File: src/include/shc_pkg.sv
package shc_pkg;

  // timing: clock and the post-reset wait figures
  localparam int unsigned CLK_PERIOD_NS     = 50;
  localparam int unsigned RESET_PRESCALE    = 512;
  localparam int unsigned RESET_WAIT_PULSES = 256;
  // stabilisation depends on the resonator; this default is a plain guess
  localparam int unsigned OSC_STAB_TIME_NS  = 2000000;
  localparam int unsigned OSC_STAB_CYCLES   =
    (OSC_STAB_TIME_NS + CLK_PERIOD_NS - 1) / CLK_PERIOD_NS;

  // counter widths
  localparam int unsigned PRE_W  = 10;
  localparam int unsigned PULS_W = 9;
  localparam int unsigned OSC_W  = 20;

  // program addresses
  localparam int unsigned PC_W = 12;
  localparam logic [11:0] RESET_ADDR = 12'h000;
  localparam logic [11:0] VEC_EXT    = 12'h005;
  localparam logic [11:0] VEC_TIMER0 = 12'h004;
  localparam logic [11:0] VEC_TIMER1 = 12'h003;
  localparam logic [11:0] VEC_BASIC  = 12'h002;
  localparam logic [11:0] VEC_SERIAL = 12'h001;

  // request bit positions, highest priority in the top bit
  localparam int unsigned SRC_N      = 5;
  localparam int unsigned SRC_EXT    = 4;
  localparam int unsigned SRC_TIMER0 = 3;
  localparam int unsigned SRC_TIMER1 = 2;
  localparam int unsigned SRC_BASIC  = 1;
  localparam int unsigned SRC_SERIAL = 0;

  // operand field positions
  localparam int unsigned OP_IRQ_BIT = 3;
  localparam int unsigned OP_T1_BIT  = 1;
  localparam logic [3:0]  OP_NONE    = 4'h0;

  typedef enum logic [2:0] {
    ST_RESET_WAIT,
    ST_RUN,
    ST_HALT,
    ST_STOP,
    ST_STOP_CLEAR,
    ST_OSC_WAIT
  } shc_state_e;

  typedef enum logic [1:0] {
    RES_RESET,
    RES_SEQUENTIAL,
    RES_VECTOR
  } shc_resume_e;

  // instruction decoder strobes
  typedef struct packed {
    logic        valid;
    logic        halt;
    logic        stop;
    logic        ei;
    logic        di;
    logic [3:0]  operand;
    logic [11:0] next_addr;
  } shc_instr_s;

  // peripheral run controls
  typedef struct packed {
    logic timer0_run;
    logic timer1_run;
    logic timer1_clear;
    logic basic_timer_run;
    logic serial_run;
    logic adc_run;
    logic adc_result_clear;
  } shc_periph_s;

  // resume answer towards the cpu
  typedef struct packed {
    logic              valid;
    shc_resume_e       kind;
    logic [11:0]       addr;
    logic [SRC_N-1:0]  vector_source;
  } shc_resume_s;

endpackage

File: src/logic/shc_tick_counter.sv
`timescale 1ns/100ps
`default_nettype none

// free counter that wraps at limit and pulses done on the wrapping tick
module shc_tick_counter #(
  parameter int unsigned W = 8
) (
  input  wire logic         clock,
  input  wire logic         rst_b,
  input  wire logic         clear,
  input  wire logic         enable,
  input  wire logic [W-1:0] limit,
  output logic              done
);

  typedef struct packed {
    logic [W-1:0] count;
  } shc_cnt_s;

  shc_cnt_s cnt_reg;
  shc_cnt_s cnt_next;

  // clear dominates so a leftover count never shortens the next wait
  always_comb begin
    cnt_next = cnt_reg;
    if (clear) begin
      cnt_next.count = '0;
    end else if (enable) begin
      if (cnt_reg.count == limit) begin
        cnt_next.count = '0;
      end else begin
        cnt_next.count = cnt_reg.count + 1'b1;
      end
    end
  end

  assign done = enable && !clear && (cnt_reg.count == limit);

  always_ff @(posedge clock or negedge rst_b) begin
    if (!rst_b) begin
      cnt_reg <= '0;
    end else begin
      cnt_reg <= cnt_next;
    end
  end

endmodule // shc_tick_counter

`default_nettype wire

File: src/logic/shc_standby_controller.sv
`timescale 1ns/100ps
`default_nettype none

module shc_standby_controller #(
  parameter int unsigned PRESCALE_DIV    = shc_pkg::RESET_PRESCALE,
  parameter int unsigned WAIT_PULSES     = shc_pkg::RESET_WAIT_PULSES,
  parameter int unsigned OSC_STAB_CYCLES = shc_pkg::OSC_STAB_CYCLES
) (
  input  wire logic                         clock,
  input  wire logic                         rst_b,
  input  wire shc_pkg::shc_instr_s          instr,
  input  wire logic [shc_pkg::SRC_N-1:0]    interrupt_request_flag,
  input  wire logic [shc_pkg::SRC_N-1:0]    source_interrupt_enable,
  input  wire logic                         timer0_src_is_pin,
  input  wire logic                         serial_ext_clock,
  output logic                              osc_enable,
  output logic                              cpu_clock_enable,
  output logic                              state_hold,
  output logic                              soft_reset_req,
  output logic                              pins_force_input,
  output logic                              global_interrupt_enable,
  output logic                              instr_ignored,
  output shc_pkg::shc_periph_s              periph,
  output shc_pkg::shc_resume_s              resume
);

  // whole controller state
  typedef struct packed {
    shc_pkg::shc_state_e  state;
    logic [3:0]           operand;
    logic [11:0]          next_addr;
    logic                 gie;
    logic                 ignored;
    shc_pkg::shc_resume_s resume;
  } shc_ctrl_s;

  shc_ctrl_s ctl_reg;
  shc_ctrl_s ctl_next;

  logic                      pre_tick;
  logic                      reset_wait_done;
  logic                      osc_wait_done;
  logic                      in_reset_wait;
  logic                      in_osc_wait;
  logic                      stopped;
  logic [shc_pkg::SRC_N-1:0] enabled_req;
  logic                      any_req;
  logic                      any_enabled;
  logic                      halt_release;
  logic                      stop_release;
  logic                      take_halt;
  logic                      take_stop;

  localparam logic [shc_pkg::PRE_W-1:0]  PRE_LIMIT  =
    shc_pkg::PRE_W'(PRESCALE_DIV - 1);
  localparam logic [shc_pkg::PULS_W-1:0] PULS_LIMIT =
    shc_pkg::PULS_W'(WAIT_PULSES - 1);
  localparam logic [shc_pkg::OSC_W-1:0]  OSC_LIMIT  =
    shc_pkg::OSC_W'(OSC_STAB_CYCLES - 1);

  // highest-priority enabled source, empty vector if none
  function automatic logic [shc_pkg::SRC_N-1:0] pick_top(
    input logic [shc_pkg::SRC_N-1:0] req
  );
    logic [shc_pkg::SRC_N-1:0] one;
    one = '0;
    if (req[shc_pkg::SRC_EXT]) begin
      one[shc_pkg::SRC_EXT] = 1'b1;
    end else if (req[shc_pkg::SRC_TIMER0]) begin
      one[shc_pkg::SRC_TIMER0] = 1'b1;
    end else if (req[shc_pkg::SRC_TIMER1]) begin
      one[shc_pkg::SRC_TIMER1] = 1'b1;
    end else if (req[shc_pkg::SRC_BASIC]) begin
      one[shc_pkg::SRC_BASIC] = 1'b1;
    end else if (req[shc_pkg::SRC_SERIAL]) begin
      one[shc_pkg::SRC_SERIAL] = 1'b1;
    end
    return one;
  endfunction

  // vector address of a one-hot source
  function automatic logic [11:0] vector_of(
    input logic [shc_pkg::SRC_N-1:0] one
  );
    logic [11:0] addr;
    addr = shc_pkg::RESET_ADDR;
    if (one[shc_pkg::SRC_EXT]) begin
      addr = shc_pkg::VEC_EXT;
    end else if (one[shc_pkg::SRC_TIMER0]) begin
      addr = shc_pkg::VEC_TIMER0;
    end else if (one[shc_pkg::SRC_TIMER1]) begin
      addr = shc_pkg::VEC_TIMER1;
    end else if (one[shc_pkg::SRC_BASIC]) begin
      addr = shc_pkg::VEC_BASIC;
    end else if (one[shc_pkg::SRC_SERIAL]) begin
      addr = shc_pkg::VEC_SERIAL;
    end
    return addr;
  endfunction

  // status decode
  assign in_reset_wait = (ctl_reg.state == shc_pkg::ST_RESET_WAIT);
  assign in_osc_wait   = (ctl_reg.state == shc_pkg::ST_OSC_WAIT);
  assign stopped       = (ctl_reg.state == shc_pkg::ST_STOP)
                      || (ctl_reg.state == shc_pkg::ST_STOP_CLEAR)
                      || in_osc_wait;

  // request qualification
  assign enabled_req = interrupt_request_flag & source_interrupt_enable;
  assign any_req     = |interrupt_request_flag;
  assign any_enabled = |enabled_req;

  // halt release: enabled request or forced timer-one release
  assign halt_release =
    (ctl_reg.operand[shc_pkg::OP_IRQ_BIT] && any_enabled)
    || (ctl_reg.operand[shc_pkg::OP_T1_BIT]
        && interrupt_request_flag[shc_pkg::SRC_TIMER1]);

  // stop release ignores the timer-one forced path
  assign stop_release =
    ctl_reg.operand[shc_pkg::OP_IRQ_BIT] && any_enabled;

  // a pending request turns the instruction into a nop; this also
  // covers the narrower enabled-and-selected case
  assign take_halt = instr.valid && instr.halt && !any_req;
  assign take_stop = instr.valid && instr.stop && !any_req;

  // prescaler for the post-reset wait, a timer-one style divider
  shc_tick_counter #(
    .W (shc_pkg::PRE_W)
  ) u_prescale (
    .clock  (clock),
    .rst_b  (rst_b),
    .clear  (!in_reset_wait),
    .enable (in_reset_wait),
    .limit  (PRE_LIMIT),
    .done   (pre_tick)
  );

  // count of divided pulses during the post-reset wait
  shc_tick_counter #(
    .W (shc_pkg::PULS_W)
  ) u_reset_wait (
    .clock  (clock),
    .rst_b  (rst_b),
    .clear  (!in_reset_wait),
    .enable (pre_tick),
    .limit  (PULS_LIMIT),
    .done   (reset_wait_done)
  );

  // oscillator settling time after a stop wake
  shc_tick_counter #(
    .W (shc_pkg::OSC_W)
  ) u_osc_wait (
    .clock  (clock),
    .rst_b  (rst_b),
    .clear  (!in_osc_wait),
    .enable (in_osc_wait),
    .limit  (OSC_LIMIT),
    .done   (osc_wait_done)
  );

  // next-state logic; resume valid and vector_source are one-cycle pulses
  always_comb begin
    ctl_next               = ctl_reg;
    ctl_next.ignored       = 1'b0;
    ctl_next.resume.valid  = 1'b0;
    ctl_next.resume.vector_source = '0;

    // di wins if both arrive together, the safer outcome
    if (instr.valid && instr.di) begin
      ctl_next.gie = 1'b0;
    end else if (instr.valid && instr.ei) begin
      ctl_next.gie = 1'b1;
    end

    case (ctl_reg.state)
      shc_pkg::ST_RESET_WAIT: begin
        // cpu held until the divided count completes
        if (reset_wait_done) begin
          ctl_next.state       = shc_pkg::ST_RUN;
          ctl_next.resume.valid = 1'b1;
          ctl_next.resume.kind = shc_pkg::RES_RESET;
          ctl_next.resume.addr = shc_pkg::RESET_ADDR;
        end
      end
      shc_pkg::ST_RUN: begin
        if (instr.valid && (instr.halt || instr.stop) && any_req) begin
          ctl_next.ignored = 1'b1;
        end else if (take_halt) begin
          ctl_next.state     = shc_pkg::ST_HALT;
          ctl_next.operand   = instr.operand;
          ctl_next.next_addr = instr.next_addr;
        end else if (take_stop) begin
          ctl_next.operand   = instr.operand;
          ctl_next.next_addr = instr.next_addr;
          if (instr.operand == shc_pkg::OP_NONE) begin
            ctl_next.state = shc_pkg::ST_STOP_CLEAR;
          end else begin
            ctl_next.state = shc_pkg::ST_STOP;
          end
        end
      end
      shc_pkg::ST_HALT: begin
        // an all-zero operand never releases; only rst_b does
        if (halt_release) begin
          ctl_next.state        = shc_pkg::ST_RUN;
          ctl_next.resume.valid = 1'b1;
          if (ctl_reg.gie && any_enabled) begin
            ctl_next.resume.kind = shc_pkg::RES_VECTOR;
            ctl_next.resume.vector_source = pick_top(enabled_req);
            ctl_next.resume.addr = vector_of(pick_top(enabled_req));
          end else begin
            ctl_next.resume.kind = shc_pkg::RES_SEQUENTIAL;
            ctl_next.resume.addr = ctl_reg.next_addr;
          end
        end
      end
      shc_pkg::ST_STOP: begin
        if (stop_release) begin
          ctl_next.state = shc_pkg::ST_OSC_WAIT;
        end
      end
      shc_pkg::ST_STOP_CLEAR: begin
        // parked until rst_b; the rest of the chip is reinitialised
        ctl_next.state = shc_pkg::ST_STOP_CLEAR;
      end
      shc_pkg::ST_OSC_WAIT: begin
        // decision taken after settling, on the flags then present
        if (osc_wait_done) begin
          ctl_next.state        = shc_pkg::ST_RUN;
          ctl_next.resume.valid = 1'b1;
          if (ctl_reg.gie && any_enabled) begin
            ctl_next.resume.kind = shc_pkg::RES_VECTOR;
            ctl_next.resume.vector_source = pick_top(enabled_req);
            ctl_next.resume.addr = vector_of(pick_top(enabled_req));
          end else begin
            ctl_next.resume.kind = shc_pkg::RES_SEQUENTIAL;
            ctl_next.resume.addr = ctl_reg.next_addr;
          end
        end
      end
      default: begin
        ctl_next.state = shc_pkg::ST_RESET_WAIT;
      end
    endcase
  end

  // state register; every reset starts in the post-reset wait
  always_ff @(posedge clock or negedge rst_b) begin
    if (!rst_b) begin
      ctl_reg.state         <= shc_pkg::ST_RESET_WAIT;
      ctl_reg.operand       <= shc_pkg::OP_NONE;
      ctl_reg.next_addr     <= shc_pkg::RESET_ADDR;
      ctl_reg.gie           <= 1'b0;
      ctl_reg.ignored       <= 1'b0;
      ctl_reg.resume.valid  <= 1'b0;
      ctl_reg.resume.kind   <= shc_pkg::RES_RESET;
      ctl_reg.resume.addr   <= shc_pkg::RESET_ADDR;
      ctl_reg.resume.vector_source <= '0;
    end else begin
      ctl_reg <= ctl_next;
    end
  end

  // clock controls
  assign osc_enable = (ctl_reg.state != shc_pkg::ST_STOP)
                   && (ctl_reg.state != shc_pkg::ST_STOP_CLEAR);
  assign cpu_clock_enable = (ctl_reg.state == shc_pkg::ST_RUN);

  // retention: cpu state frozen in halt and stop, not in stop zero
  assign state_hold = (ctl_reg.state == shc_pkg::ST_HALT)
                   || (ctl_reg.state == shc_pkg::ST_STOP)
                   || in_osc_wait;
  assign soft_reset_req   = (ctl_reg.state == shc_pkg::ST_STOP_CLEAR);
  assign pins_force_input = (ctl_reg.state == shc_pkg::ST_STOP_CLEAR);

  // peripheral controls; in halt everything keeps running
  assign periph.timer0_run       = !stopped || timer0_src_is_pin;
  assign periph.timer1_run       = !stopped;
  assign periph.timer1_clear     = stopped;
  assign periph.basic_timer_run  = !stopped;
  assign periph.serial_run       = !stopped || serial_ext_clock;
  assign periph.adc_run          = !stopped;
  assign periph.adc_result_clear = stopped;

  // registered answers
  assign global_interrupt_enable = ctl_reg.gie;
  assign instr_ignored           = ctl_reg.ignored;
  assign resume                  = ctl_reg.resume;

endmodule // shc_standby_controller

`default_nettype wire

File: config.mk
export PLATFORM = sky130hd
export DESIGN_NAME = shc_standby_controller
export DESIGN_NICKNAME = d
export VERILOG_FILES = /design/src/include/shc_pkg.sv /design/src/logic/shc_tick_counter.sv /design/src/logic/shc_standby_controller.sv
export SDC_FILE = /design/constraint.sdc
export NUM_CORES = 1
export LEC_CHECK = 0
export BUFFER_PORTS_ARGS = -buffer_cell sky130_fd_sc_hd__buf_2
export CAP_MARGIN = 5
export CORE_ASPECT_RATIO = 1.75
export CORE_MARGIN = 5
export CORE_UTILIZATION = 30
export CTS_BUF_LIST = sky130_fd_sc_hd__clkbuf_4 sky130_fd_sc_hd__clkbuf_8 sky130_fd_sc_hd__clkbuf_16
export CTS_CLUSTER_DIAMETER = 150
export CTS_CLUSTER_SIZE = 30
export DETAILED_ROUTE_END_ITERATION = 8
export PLACE_DENSITY = 0.58
export SLEW_MARGIN = 25
export SYNTH_ARGS = -nofsm -noshare
export SYNTH_HDL_FRONTEND = slang
export SYNTH_SLANG_ARGS = --single-unit
export TNS_END_PERCENT = 10
File: constraint.sdc
create_clock -name clock -period 2.9 [get_ports clock]
set_input_delay 0.58 -clock clock [delete_from_list [all_inputs] [get_ports clock]]
set_output_delay 0.58 -clock clock [all_outputs]
set_load 0.02 [all_outputs]
==> impl_metrics.tcl, run 1 <==
set metrics [dict create \
    multi_input_area_sq_um 1668 \
    ys.flop_type "dfrtp_1" \
    boundaryPins 69 \
    wl_um 8675 \
    clkTransAtPathRegs_ns 0.06 \
    cp-start-kind "flip-flop" \
    syn_area_sq_um 3902 \
    slew_headroom_pct 58.44 \
    wl_per_cell_um 14.58 \
    status "complete, no violations" \
    die_h_um 160.9 \
    seqPwrFrac_pct 46.1 \
    port_buffers 68 \
    report.final.slew_viol_count 0 \
    max_freq_mhz 426.4 \
    hold_path.class "in -> async" \
    ys.warnings.count 0 \
    clock_latency_ns 0.34 \
    cts_root_buffer "clkbuf_16" \
    nFillCells 1315 \
    cts.htree.levels 3 \
    core_sq_um 12870 \
    async_flop_share_pct 100.0 \
    n_antenna_cell 0 \
    place.gp.congestion 0.7820 \
    numCtsBuffers 9 \
    critPathKind "reg -> out" \
    via_per_inst 4.817 \
    yosysTopAreaCell "dfrtp_1" \
    clock_sinks 78 \
    synthTopCellsByCount "78 x dfrtp_1, 36 x nor2_1, 26 x buf_4, 26 x nand2_1, 15 x mux2_2" \
    synth.most_common_cell "dfrtp_1" \
    synth.distinct_cells 54 \
    netlist_instances 370 \
    critical_path_required_ns 2.32 \
    syn-num-nets 408 \
    synth-edff-count 0 \
    period_share_pct 80.87 \
    setup_viol 0 \
    ff_latch_area_sq_um 1952 \
    grt_usage_pct 11.66 \
    postCtsHoldBufs 0 \
    vias 2866 \
    dp_hpwl_um 6604 \
    pwr-share-comb_pct 4.0 \
    antenna_found_initial 0 \
    worstPathMaxFanout 7 \
    crit_path_end_kind "primary output" \
    ir_worst_vdd_v 0.0002796 \
    post_cts_buffers 0 \
    hold_viol_final 0 \
    initial_core_util_pct 30.33 \
    clockBufferDepth 2 \
    drtAntennaViolNets 0 \
    first_global_vias 2996 \
    tns_ns 0 \
    firstDrtPassIters 4 \
    placed_cell_area_sq_um 4252 \
    internal_power_uw 1815 \
    area_delta_synth_final_pct 17.02 \
    drive_gt1_share_pct 27.59 \
    route.detailed.drc 0 \
    fin_skew_ns 0.006281 \
    utilization_pct 35.49 \
    avgSynthCellArea_sq_um 10.55 \
    worstMarginPinSlew_ns 0.6214 \
    fin_ws_ns 0.5548 \
    ctsResizeCount 0 \
    grt_setup_unrepaired "false" \
    cts_tree "done" \
    grt.overflow.total 0 \
    cap_violations 0 \
    cp.arrival_ns 1.77 \
    powerDensity_nw_per_um2 519.1 \
    switchingPower_uw 555.3 \
    fin_area_sq_um 4567 \
    grt_pass1_wl_um 14300 \
    ys_top_cells_by_area "dfrtp_1 50%, buf_4 5.0%, mux2_2 4.3%" \
    layout.nets 457 \
    dieArea_sq_um 15480 \
    power.total_uw 2371 \
    grt_max_degree 39 \
    min_period_ns 2.345 \
    seq_area_frac_synth_pct 50.02 \
    dieWidth_um 96.22 \
    synth_seq_cells 78 \
    std_cell_rows 55 \
    p_sw_share_pct 23.43 \
    synth_top_area_share_pct 50.02 \
    drt-initial-drc-count 102 \
    place_ws_ns 0.4705 \
    p_leak_uw 0.002139 \
    pwr-share-clk_pct 49.8 \
]
-- metal layers --
| layer | up-vias | share of wire, % | wire length (um) | track usage [%] |
|---|---|---|---|---|
| met5 | - | 0 | 0 | 0 |
| met3 | 14 | 3.7 | 322 | 2.249 |
| li1 | 1389 | - | - | - |
| met1 | 1409 | 39 | 3363 | 12.95 |
| met2 | 54 | 55 | 4789 | 20.73 |
| met4 | 0 | 2.3 | 200 | 5.376 |
-- cells by family (layout without fill, tap and decap cells) --
kind of cell | count (synthesis) | in the layout | synth area share (%)
buffers and inverters | 46 | 100 | 7.246
multiplexers | 15 | 15 | 4.328
flip-flops | 78 | 78 | 50.02
AO/OA/AOI/OAI | 63 | 63 | 12.02
adder cells (fa/ha/maj) | 3 | 3 | 0.9619
AND/OR/NAND/NOR | 139 | 139 | 19.59
XOR/XNOR | 26 | 26 | 5.835
-- worst paths after layout --
check,cells past startpoint,end,slack (ns),start
min reg2reg,1,resume[14],0.49,ctl_reg[31]
max reg2reg,6,u_reset_wait.cnt_reg[5],0.69,u_prescale.cnt_reg[0]
max in group asynchronous,2,resume[13],2.03,rst_b
min,1,u_prescale.cnt_reg[2],0.20,rst_b
max,5,periph[3],0.55,ctl_reg[39]
min in group clock,2,global_interrupt_enable,0.41,instr[16]
-- critical path: stages (launching register included) --
cell and delay (ns):
dfrtp_1 0.47, nor2b_1 0.36, nand2_1 0.12, nand2_1 0.22, inv_1 0.09, buf_2 0.17
-- per-stage QoR --
step                hold WS (ns)  cells
floorplan                 0.2844    370
global placement          0.4706    579
detailed placement        0.4749    579
CTS                       0.2188    595
global route              0.2456    595
finish                    0.1969    595
-- cell usage in the layout, fill, tap and decap left out, types with 2 or more instances in the layout --
cell type	n
dfrtp_1	78
buf_2	67
o21ai_0	14
inv_1	12
clkinv_4	2
nor4_1	6
a22o_1	11
nor2_1	36
inv_8	3
nand4_1	8
o31ai_2	2
nor3_1	10
a21oi_1	10
buf_4	5
clkbuf_16	9
xor2_1	13
and3_1	6
o21a_1	2
nor2b_1	3
ha_1	3
mux2_2	15
o2bb2ai_1	4
o211ai_1	2
nor3_4	2
or3_1	6
o21ai_1	4
xnor2_1	13
nand3_1	12
nand4_2	2
nand2b_1	6
a21o_1	2
and4_1	3
and2_1	4
nand2_1	26
-- area by class of cell --
class,instances,share of cell area (%)
well taps,171,4.685
inverters,12,0.9863
clock inverters,7,1.973
clock buffers,9,4.932
multi-input cells,246,36.52
flip-flops and latches,78,42.74
repair buffers,72,8.164
-- power by group through the flow --
stage | registers (uW) | clock network [uW] | logic (uW)
after floorplan | 1110 | 0 | 30.8
after global placement | 1110 | 0 | 96.8
after detailed placement | 1110 | 0 | 98.4
after CTS | 1090 | 1220 | 98.9
after global routing | 1090 | 1260 | 109
final | 1090 | 1180 | 95.9
Power figures use the tool's default switching activity.
==> run 2: changes to the inputs <==
- PLACE_DENSITY: 0.58 -> 0.6
- clock period: 2.9 -> 1.9 ns (I/O delays scaled with it)
==> impl_metrics.tcl, run 2 (synthesized netlist as in run 1, its figures left out) <==
set metrics [dict create \
    status "complete, no violations" \
    crit_buf_inv 1 \
    tns_ns 0 \
    cp-start-kind "flip-flop" \
    die_h_um 160.9 \
    fin_skew_ns 0.007747 \
    clock_latency_ns 0.33 \
    dieArea_sq_um 15480 \
    cap_violations 0 \
    crit_family "compound AO/OA/AOI/OAI gates" \
    antenna_found_initial 0 \
    clkTransAtPathRegs_ns 0.06 \
    p_leak_uw 0.002392 \
    wl_um 9198 \
    core_sq_um 12870 \
    critPathKind "reg -> reg" \
    report.final.slew_viol_count 0 \
    dr_wl_met3_um 376 \
    period_share_pct 98.76 \
    crit_path_end_kind "flip-flop" \
    cts_tree "done" \
    dp_hpwl_um 7197 \
    grt.overflow.total 0 \
    std_cell_rows 55 \
    ir_worst_vdd_v 0.0004660 \
    boundaryPins 69 \
    drt-initial-drc-count 108 \
    setup_viol 0 \
    wl_met1_um 3608 \
    clock_sinks 78 \
    wl_per_cell_um 14.46 \
    vias 3006 \
    mostFrequentLayoutCell "dfrtp_1" \
    numCtsBuffers 9 \
    clockBufferDepth 2 \
    placed_cell_area_sq_um 4587 \
    cp.arrival_ns 2.12 \
    grt_pass1_wl_um 15560 \
    hold_viol_final 0 \
    min_period_ns 1.876 \
    layout.nets 498 \
    drive_gt1_share_pct 38.06 \
    route.detailed.drc 0 \
    final_cells 636 \
    grt_setup_unrepaired "true" \
    worstPathMaxFanout 4 \
    path_cells "ha_1, nand4_2, buf_4, o31ai_2, o211ai_1, nand2b_1, o2111ai_1" \
    via_per_inst 4.726 \
    fin_area_sq_um 5007 \
    dieWidth_um 96.22 \
    critPathSlowestCell "dfrtp_1" \
    port_buffers 68 \
    max_freq_mhz 532.9 \
    place.gp.congestion 0.8244 \
    grt_max_degree 39 \
    cpPeakStageDelay_ns 0.38 \
    top_layer_used "met4" \
    slew_headroom_pct 63.55 \
    first_global_vias 3180 \
    drtAntennaViolNets 0 \
    initial_core_util_pct 30.33 \
    mostFrequentLayoutCells "74 x dfrtp_1, 66 x buf_2, 43 x buf_4" \
    area_delta_synth_final_pct 28.31 \
    n_antenna_cell 0 \
    powerDensity_nw_per_um2 727.7 \
    worstMarginPinSlew_ns 0.5418 \
    hold_path.class "in -> async" \
    cts.htree.levels 3 \
    firstDrtPassIters 4 \
    critical_path_required_ns 2.14 \
    grt_usage_pct 12.85 \
    wl_met2_um 4931 \
    dp_cells 618 \
    cts_root_buffer "clkbuf_16" \
]
## run 2: layout make-up
cell class	instances	area [sq um]
inverter	12	45.04
sequential	78	1957
clock inverter	6	75.07
fill	1272	7861
tap	171	214.0
clock buffer	10	239.0
timing repair buffer	113	733.2
multi-input combinational	246	1744
## run 2: where the power goes
group	total, uW	switching (uW)	internal, uW	leakage (uW)
clock	1800	725	1080	0.000152
combinational	174	97.7	76.0	0.00118
sequential	1670	6.35	1660	0.00106
total	3640	829	2820	0.00239
## run 2: timing repair
item / in CTS / in global routing
resized for setup: 6 / 17
hold buffers: 0 / 0
setup buffers: 0 / 3
endpoints found under the setup margin: 18 / 43
pin swaps: 0 / 15
## run 2: worst paths after layout
| check | start | end | slack (ns) | cells after the start |
|---|---|---|---|---|
| worst min-delay path | rst_b | u_prescale.cnt_reg[3] | 0.01 | 1 |
| min in group clock | instr[16] | global_interrupt_enable | 0.22 | 2 |
| worst min register to register | u_prescale.cnt_reg[0] | u_prescale.cnt_reg[0] | 0.48 | 1 |
| max in group asynchronous | rst_b | u_osc_wait.cnt_reg[1] | 1.30 | 2 |
| worst max register to register | u_prescale.cnt_reg[0] | ctl_reg[38] | 0.02 | 7 |
| worst max-delay path | u_prescale.cnt_reg[0] | ctl_reg[38] | 0.02 | 7 |
## run 2: metal layers
metal	vias up	track usage [%]
met5	-	0
met4	0	5.764
met3	16	2.624
met2	47	22.40
met1	1479	14.67
li1	1464	-
## run 2: worst reg2reg max path, delay by kind of cell, from the launching register on
kind | cells | cell delay [ns]
buf+inv | 1 | 0.20
fa+ha+maj | 1 | 0.20
flops | 1 | 0.38
compound gates | 3 | 0.66
simple gates | 2 | 0.35
## run 2: stage by stage
stage | hold slack [ns] | utilization, % | setup WS (ns) | total power (uW)
6_report | 0.009963 | 38.91 | 0.02351 | 3644
3_3_place_gp | 0.3862 | 35.64 | -0.04823 | 1874
5_1_grt | 0.05352 | 38.91 | -0.07230 | 3795
4_1_cts | 0.03251 | 38.17 | -0.03494 | 3702
2_1_floorplan | 0.08441 | - | 0.06386 | 1748
3_5_place_dp | 0.3900 | 35.64 | -0.1389 | 1876
